File: src/pkg/overload_pkg.sv
// constants, types and object map of the motor overload limiter
// assumes one regulation clock and object-dictionary style index/subindex access
// Behaviour
// Overload limiting runs only while bit 0 of the drive submode object selects closed loop.
// With a valid setup in open loop the current is clamped to the rated current.
// The peak current setting in mA is the highest current allowed before the limit is reached.
// The rated current setting in mA is the fallback current once the limit is reached.
// The peak duration setting in ms is how long peak current may flow.
// A readable threshold decides whether peak or rated current is applied.
// The accumulated load compared against the threshold is readable.
// The current limit being applied is readable at all times.
// The status object reads 0 while the limiter is inactive and 1 while active.
// Peak above rated and a nonzero duration are needed, else the limiter stays off.
// The limit value is derived from the rated current, peak current and peak duration.
// Peak current is allowed until the load reaches the limit, then rated current at once.
// Load left from earlier over-rated intervals carries over to later peak intervals.
// Below rated current the load drains so peak current returns under the threshold.
package overload_pkg;

  // object dictionary map
  localparam logic [15:0] IDX_PEAK_CURRENT = 16'h2031;
  localparam logic [15:0] IDX_OVERLOAD     = 16'h203B;
  localparam logic [15:0] IDX_SUBMODE      = 16'h3202;
  localparam logic [7:0]  SUB_MAIN         = 8'h00;
  localparam logic [7:0]  SUB_RATED        = 8'h01;
  localparam logic [7:0]  SUB_DURATION     = 8'h02;
  localparam logic [7:0]  SUB_THRESHOLD    = 8'h03;
  localparam logic [7:0]  SUB_LOAD         = 8'h04;
  localparam logic [7:0]  SUB_LIMIT        = 8'h05;
  localparam logic [7:0]  SUB_STATUS       = 8'h06;
  localparam int          CLOSED_LOOP_BIT  = 0;

  // values after reset, and the status object values
  localparam logic [31:0] RST_PEAK     = 32'h0000_0000;
  localparam logic [31:0] RST_RATED    = 32'h0000_0000;
  localparam logic [31:0] RST_DURATION = 32'h0000_0000;
  localparam logic [31:0] RST_SUBMODE  = 32'h0000_0000;
  localparam logic [31:0] STATUS_OFF   = 32'h0000_0000;
  localparam logic [31:0] STATUS_ON    = 32'h0000_0001;

  // accumulation step of one millisecond
  localparam int CLK_PERIOD_NS = 8;
  localparam int LOAD_STEP_US  = 1000;
  localparam int STEP_CYCLES   = (LOAD_STEP_US * 1000) / CLK_PERIOD_NS;

  typedef enum logic [3:0] {
    LIM_OFF   = 4'h1,
    LIM_OPEN  = 4'h2,
    LIM_PEAK  = 4'h4,
    LIM_RATED = 4'h8
  } lim_state_type;

  typedef struct packed {
    logic        req;
    logic        we;
    logic [15:0] index;
    logic [7:0]  sub;
    logic [31:0] wdata;
  } od_req_type;

  typedef struct packed {
    logic        ack;
    logic        err;
    logic [31:0] rdata;
  } od_rsp_type;

endpackage

File: src/logic/motor_overload_current_limiter.sv
// motor overload limiter: load accumulation, peak/rated selection, object access
// assumes the measured current is a magnitude in mA, synchronous to ref_clk_i
`timescale 1ns/10ps
`default_nettype none

module motor_overload_current_limiter #(
  parameter int STEP_CYCLES = overload_pkg::STEP_CYCLES
) (
  // clock and reset
  input  wire logic                    ref_clk_i,
  input  wire logic                    rst_n_i,
  // object access
  input  wire overload_pkg::od_req_type od_req_i,
  output var  overload_pkg::od_rsp_type od_rsp_o,
  // current path
  input  wire logic [31:0]             meas_current_i,
  output logic      [31:0]             current_limit_o,
  output logic                         limiter_active_o
);

  typedef struct packed {
    logic [31:0]                 submode;
    logic [31:0]                 peak;
    logic [31:0]                 rated;
    logic [31:0]                 duration;
    logic [31:0]                 threshold;
    logic [31:0]                 load;
    logic [31:0]                 limit;
    logic [31:0]                 step_cnt;
    overload_pkg::lim_state_type fsm;
    overload_pkg::od_rsp_type    rsp;
  } state_type;

  state_type state_r;
  state_type state_nxt;
  logic      rst_meta_r;
  logic      rst_sync_r;

  // release of the reset is synchronised, assertion stays asynchronous
  always_ff @(posedge ref_clk_i or negedge rst_n_i) begin
    if (!rst_n_i) begin
      rst_meta_r <= 1'b0;
      rst_sync_r <= 1'b0;
    end else begin
      rst_meta_r <= 1'b1;
      rst_sync_r <= rst_meta_r;
    end
  end

  function automatic logic [15:0] sat16(input logic [31:0] v);
    sat16 = (v[31:16] != 16'h0000) ? 16'hFFFF : v[15:0];
  endfunction

  function automatic logic is_obj(input overload_pkg::od_req_type r,
                                  input logic [15:0] idx, input logic [7:0] sub);
    is_obj = (r.index == idx) && (r.sub == sub);
  endfunction

  logic        closed_loop;
  logic        setup_ok;
  logic        step;
  logic [31:0] diff;
  logic [32:0] sum;

  always_comb begin
    state_nxt   = state_r;
    state_nxt.rsp.ack = 1'b0;
    state_nxt.rsp.err = 1'b0;
    // closed loop select
    closed_loop = state_r.submode[overload_pkg::CLOSED_LOOP_BIT];
    // setup check
    setup_ok    = (state_r.peak > state_r.rated) && (state_r.duration != 32'h0000_0000);
    // limit from settings
    state_nxt.threshold = sat16(state_r.peak - state_r.rated) * sat16(state_r.duration);
    step = (state_r.step_cnt == 32'(STEP_CYCLES - 1));
    state_nxt.step_cnt = step ? 32'h0000_0000 : state_r.step_cnt + 32'h0000_0001;
    diff = 32'h0000_0000;
    sum  = 33'h0_0000_0000;

    if (!setup_ok) begin
      state_nxt.fsm  = overload_pkg::LIM_OFF;
      state_nxt.load = 32'h0000_0000;
    end else if (!closed_loop) begin
      // open loop clamp
      state_nxt.fsm  = overload_pkg::LIM_OPEN;
      state_nxt.load = 32'h0000_0000;
    end else begin
      if (step) begin
        if (meas_current_i > state_r.rated) begin
          // load carries over
          diff = meas_current_i - state_r.rated;
          sum  = {1'b0, state_r.load} + {1'b0, diff};
          state_nxt.load = sum[32] ? 32'hFFFF_FFFF : sum[31:0];
        end else begin
          // load drains below rated
          diff = state_r.rated - meas_current_i;
          state_nxt.load = (state_r.load > diff) ? state_r.load - diff : 32'h0000_0000;
        end
      end
      // switch to rated at the limit
      state_nxt.fsm = (state_nxt.load >= state_nxt.threshold) ? overload_pkg::LIM_RATED
                                                              : overload_pkg::LIM_PEAK;
    end

    unique case (state_nxt.fsm)
      // peak as ceiling
      overload_pkg::LIM_OFF:   state_nxt.limit = state_r.peak;
      overload_pkg::LIM_PEAK:  state_nxt.limit = state_r.peak;
      // rated as fallback
      overload_pkg::LIM_OPEN:  state_nxt.limit = state_r.rated;
      overload_pkg::LIM_RATED: state_nxt.limit = state_r.rated;
      default:                 state_nxt.limit = state_r.rated;
    endcase

    if (od_req_i.req) begin
      state_nxt.rsp.ack = 1'b1;
      state_nxt.rsp.rdata = 32'h0000_0000;
      if (od_req_i.we) begin
        // duration setting, with peak and rated alongside
        if (is_obj(od_req_i, overload_pkg::IDX_PEAK_CURRENT, overload_pkg::SUB_MAIN)) begin
          state_nxt.peak = od_req_i.wdata;
        end else if (is_obj(od_req_i, overload_pkg::IDX_OVERLOAD, overload_pkg::SUB_RATED)) begin
          state_nxt.rated = od_req_i.wdata;
        end else if (is_obj(od_req_i, overload_pkg::IDX_OVERLOAD,
                            overload_pkg::SUB_DURATION)) begin
          state_nxt.duration = od_req_i.wdata;
        end else if (is_obj(od_req_i, overload_pkg::IDX_SUBMODE, overload_pkg::SUB_MAIN)) begin
          state_nxt.submode = od_req_i.wdata;
        end else begin
          // read-only or unknown objects refuse writes
          state_nxt.rsp.err = 1'b1;
        end
      end else begin
        if (is_obj(od_req_i, overload_pkg::IDX_PEAK_CURRENT, overload_pkg::SUB_MAIN)) begin
          state_nxt.rsp.rdata = state_r.peak;
        end else if (is_obj(od_req_i, overload_pkg::IDX_OVERLOAD, overload_pkg::SUB_RATED)) begin
          state_nxt.rsp.rdata = state_r.rated;
        end else if (is_obj(od_req_i, overload_pkg::IDX_OVERLOAD,
                            overload_pkg::SUB_DURATION)) begin
          state_nxt.rsp.rdata = state_r.duration;
        end else if (is_obj(od_req_i, overload_pkg::IDX_OVERLOAD,
                            overload_pkg::SUB_THRESHOLD)) begin
          // threshold readback
          state_nxt.rsp.rdata = state_r.threshold;
        end else if (is_obj(od_req_i, overload_pkg::IDX_OVERLOAD, overload_pkg::SUB_LOAD)) begin
          // load readback
          state_nxt.rsp.rdata = state_r.load;
        end else if (is_obj(od_req_i, overload_pkg::IDX_OVERLOAD, overload_pkg::SUB_LIMIT)) begin
          // applied limit readback
          state_nxt.rsp.rdata = state_r.limit;
        end else if (is_obj(od_req_i, overload_pkg::IDX_OVERLOAD, overload_pkg::SUB_STATUS)) begin
          // status value
          state_nxt.rsp.rdata = (state_r.fsm == overload_pkg::LIM_PEAK ||
                                 state_r.fsm == overload_pkg::LIM_RATED)
                                ? overload_pkg::STATUS_ON : overload_pkg::STATUS_OFF;
        end else if (is_obj(od_req_i, overload_pkg::IDX_SUBMODE, overload_pkg::SUB_MAIN)) begin
          state_nxt.rsp.rdata = state_r.submode;
        end else begin
          state_nxt.rsp.err = 1'b1;
        end
      end
    end
  end

  always_ff @(posedge ref_clk_i or negedge rst_sync_r) begin
    if (!rst_sync_r) begin
      state_r.submode   <= overload_pkg::RST_SUBMODE;
      state_r.peak      <= overload_pkg::RST_PEAK;
      state_r.rated     <= overload_pkg::RST_RATED;
      state_r.duration  <= overload_pkg::RST_DURATION;
      state_r.threshold <= 32'h0000_0000;
      state_r.load      <= 32'h0000_0000;
      state_r.limit     <= 32'h0000_0000;
      state_r.step_cnt  <= 32'h0000_0000;
      state_r.fsm       <= overload_pkg::LIM_OFF;
      state_r.rsp       <= '0;
    end else begin
      state_r <= state_nxt;
    end
  end

  assign od_rsp_o         = state_r.rsp;
  assign current_limit_o  = state_r.limit;
  assign limiter_active_o = (state_r.fsm == overload_pkg::LIM_PEAK) ||
                            (state_r.fsm == overload_pkg::LIM_RATED);

endmodule // motor_overload_current_limiter

`default_nettype wire

File: config.mk
export PLATFORM = sky130hd
export DESIGN_NAME = motor_overload_current_limiter
export DESIGN_NICKNAME = d
export VERILOG_FILES = /design/src/pkg/overload_pkg.sv /design/src/logic/motor_overload_current_limiter.sv
export SDC_FILE = /design/constraint.sdc
export NUM_CORES = 2
export LEC_CHECK = 0
export BUFFER_PORTS_ARGS = -buffer_cell sky130_fd_sc_hd__buf_2
export CORE_MARGIN = 4
export CORE_UTILIZATION = 60
export DETAILED_ROUTE_END_ITERATION = 8
export HOLD_SLACK_MARGIN = 0.08
export MAX_ROUTING_LAYER = met4
export PLACE_DENSITY = 0.79
export SYNTH_ARGS = -nofsm -noshare
export SYNTH_HDL_FRONTEND = slang
export SYNTH_SLANG_ARGS = --single-unit
File: constraint.sdc
create_clock -name ref_clk_i -period 18.5 [get_ports ref_clk_i]
set_input_delay 1.85 -clock ref_clk_i [delete_from_list [all_inputs] [get_ports ref_clk_i]]
set_output_delay 1.85 -clock ref_clk_i [all_outputs]
set_load 0.05 [all_outputs]
==> results.json <==
{
  "outcome": "finished, final reports clean",
  "core-area_sq_mm": 0.05297,
  "critPathMostFrequentCell": "fa_1",
  "nets": 4212,
  "relSlewSlack": 0.2001,
  "leakagePower_nw": 17.35,
  "cap_violations": 0,
  "drtIter0Drc": 3774,
  "die_h_microns": 240.0,
  "worstPathArrival_ns": 13.89,
  "yosysSeqAreaShare": 0.2294,
  "hold_viol_final": 0,
  "stdcell_count": 4343,
  "skew_ns": 0.03372,
  "htreeDepth": 2,
  "dpl.hpwl_microns": 84540,
  "setup_viol": 0,
  "cts_tree": "yes",
  "avgSynthCellArea_sq_um": 8.851,
  "syn_area_sq_mm": 0.03230,
  "cts_resized": 0,
  "drv_slew": 0,
  "die-area_sq_mm": 0.05761,
  "antenna_found_initial": 4,
  "worst_setup_path_start_kind": "flop",
  "viasPerCell": 6.717,
  "yosysWarnings": 0,
  "synth-edff-count": 0,
  "min_path_type": "flop to flop",
  "die_x_microns": 240.0,
  "cp.buffers_inverters": 6,
  "max_freq_mhz": 74.25,
  "grt_use_total": 0.3782,
  "crit_type": "flop to flop",
  "synthAdderAreaFrac": 0.2380,
  "place_congestion": 1.059,
  "ys_async_sr_fraction": 1.000,
  "finalCritPeriodShare": 0.7280,
  "peakVddDrop_mv": 0.06635,
  "ys_ff_latch": 296,
  "worst_slew_pin_slew_ns": 1.195,
  "synth_compound_area_frac": 0.2184,
  "grt_setup_unrepaired": "no",
  "grt_pass1_vias": 27369,
  "path_clk_slew_ns": 0.06,
  "drive_gt1_frac": 0.1315,
  "num_vias": 29174,
  "floorplan.initialDensity": 0.6097,
  "grt_pass1_wl_microns": 162800,
  "ant_nets": 0,
  "wl_per_cell_microns": 25.06,
  "drt_wl_total_microns": 108800,
  "clock-sinks": 296,
  "io_pins": 159,
  "slowest_stage": "or4_2",
  "syn_nets": 4236,
  "synth_top_family_by_area": "adder cells",
  "power_per_cell_area_mw_per_mm2": 45.09,
  "clkLatencyLatePin_ns": 0.57,
  "setup.worst_path.end_class": "flop",
  "synth_cell_types": 79,
  "root_buffer": "clkbuf_16",
  "cts-buffers-inserted": 35,
  "required_ns": 18.92,
  "place.port_buffers": 158,
  "slowest_delay_ns": 1.02,
  "drcViolationCount": 0,
  "crit_path_max_fanout": 76,
  "crit_family": "compound AO/OA/AOI/OAI gates",
  "placed_cells": 4276,
  "post_cts_buffers": 0,
  "fin_setup_tns_ns": 0,
  "grt-ovfl-total": 0,
  "cts_hold_buf": 0,
  "rows": 84,
  "area_growth_pct": 6.221,
  "firstDrtPassIters": 6,
  "synthXorXnorAreaFrac": 0.05071,
  "finalCriticalPeriod_ns": 13.47,
  "synth-main-ff-cell": "dfrtp_1",
  "synthMuxAreaShare": 0.06624,
  "synth-simple-area-share": 0.1110,
  "cts_buffer_depth": 3,
  "grt_max_degree": 176,
  "syn_inst": 3649
}
-- cells in the mapped netlist, types with 30 or more instances --
cell | number | area share
nand2_1 | 142 | 0.017
or2_2 | 30 | 0.0058
fa_1 | 199 | 0.12
o31ai_1 | 37 | 0.0086
o21ai_0 | 257 | 0.040
o22ai_1 | 38 | 0.0074
nor3_1 | 61 | 0.0095
mux2_2 | 158 | 0.055
a211oi_1 | 37 | 0.0086
inv_1 | 402 | 0.047
clkbuf_1 | 163 | 0.019
a221o_1 | 32 | 0.0099
and2_1 | 40 | 0.0077
nand3_1 | 53 | 0.0082
and3_1 | 30 | 0.0058
dfrtp_1 | 295 | 0.23
xnor2_1 | 111 | 0.030
a31oi_1 | 60 | 0.012
mux2i_1 | 36 | 0.011
ha_1 | 296 | 0.11
nor2_1 | 138 | 0.016
o21bai_1 | 34 | 0.0079
nor4_1 | 30 | 0.0058
a21o_1 | 113 | 0.026
a221oi_1 | 45 | 0.012
a21oi_1 | 346 | 0.054
nand4_1 | 45 | 0.0087
xor2_1 | 76 | 0.021
buf_4 | 67 | 0.016
-- registers in the layout, indices dropped and copies added (netlist names) --
name	flops
rst_sync_r	1
rst_meta_r	1
state_r	227
current_limit_o	32
closed_loop	1
od_rsp_o	34
-- layout by cell type, fill, tap and decap left out, types with 59 or more instances in the layout --
cell,instances
inv_1,402
a21oi_1,345
ha_1,296
dfrtp_1,294
o21ai_0,255
fa_1,199
mux2_2,158
buf_2,158
nand2_1,142
nor2_1,136
a21o_1,113
xnor2_1,111
xor2_1,76
a31oi_1,60
nor3_1,59
-- path summary, 6_finish.rpt --
path,slack [ns],to,cells past startpoint,from
max,5.03,current_limit_o[2],42,state_r[200]
min reg2reg,0.35,rst_sync_r,0,rst_meta_r
min,0.35,rst_sync_r,0,rst_meta_r
min in group asynchronous,0.46,state_r[104],0,rst_sync_r
max reg2reg,5.03,current_limit_o[2],42,state_r[200]
max in group asynchronous,16.51,state_r[62],1,rst_sync_r
-- cell families (layout without fill, tap and decap cells) --
| family | Yosys count | count (layout) |
|---|---|---|
| AOI/OAI and AO/OA | 1121 | 1121 |
| and+or+nand+nor | 689 | 689 |
| buffers and inverters | 666 | 667 |
| adders and majority gates | 495 | 495 |
| DFF | 296 | 296 |
| muxes | 194 | 194 |
| xor gates and xnor gates | 187 | 187 |
| other | 1 | 6 |
-- per-stage QoR --
stage	area [sq um]	total power, W	setup WS, ns	util	hold slack, ns
after global placement	33100	0.0008240	5.744	0.6249	0.3424
after floorplan	32300	0.0007689	7.549	-	0.3312
after CTS	34300	0.001543	5.341	0.6474	0.3579
after global routing	34310	0.001584	4.121	0.6476	0.3680
after detailed placement	33100	0.0008243	5.475	0.6249	0.3404
final	34310	0.001547	5.032	0.6477	0.3548
-- final cells by class --
| cell class | instances | area (sq um) |
|---|---|---|
| Timing Repair Buffer | 203 | 1141 |
| Sequential cell | 296 | 7412 |
| Clock buffer | 44 | 991.0 |
| Fill cell | 4479 | 18660 |
| Antenna cell | 5 | 12.51 |
| Tap cell | 688 | 860.8 |
| Multi-Input combinational cell | 2687 | 22180 |
| Clock inverter | 18 | 203.9 |
| Inverter | 402 | 1509 |
-- per-layer routing --
metal / global-route usage / share of wire / wire, microns / vias up
li1: - / - / - / 12869
met1: 0.5139 / 0.41 / 44260 / 14091
met2: 0.5373 / 0.42 / 45290 / 1867
met3: 0.08523 / 0.12 / 12570 / 347
met4: 0.1835 / 0.062 / 6713 / 0
met5: - / 0 / 0 / -
-- where the power goes --
part / switching [W] / internal, W
clock network: 0.000303 / 0.000426
registers: 0.00000292 / 0.000648
logic: 0.000110 / 0.0000567
(Power assumes the default switching activity.)
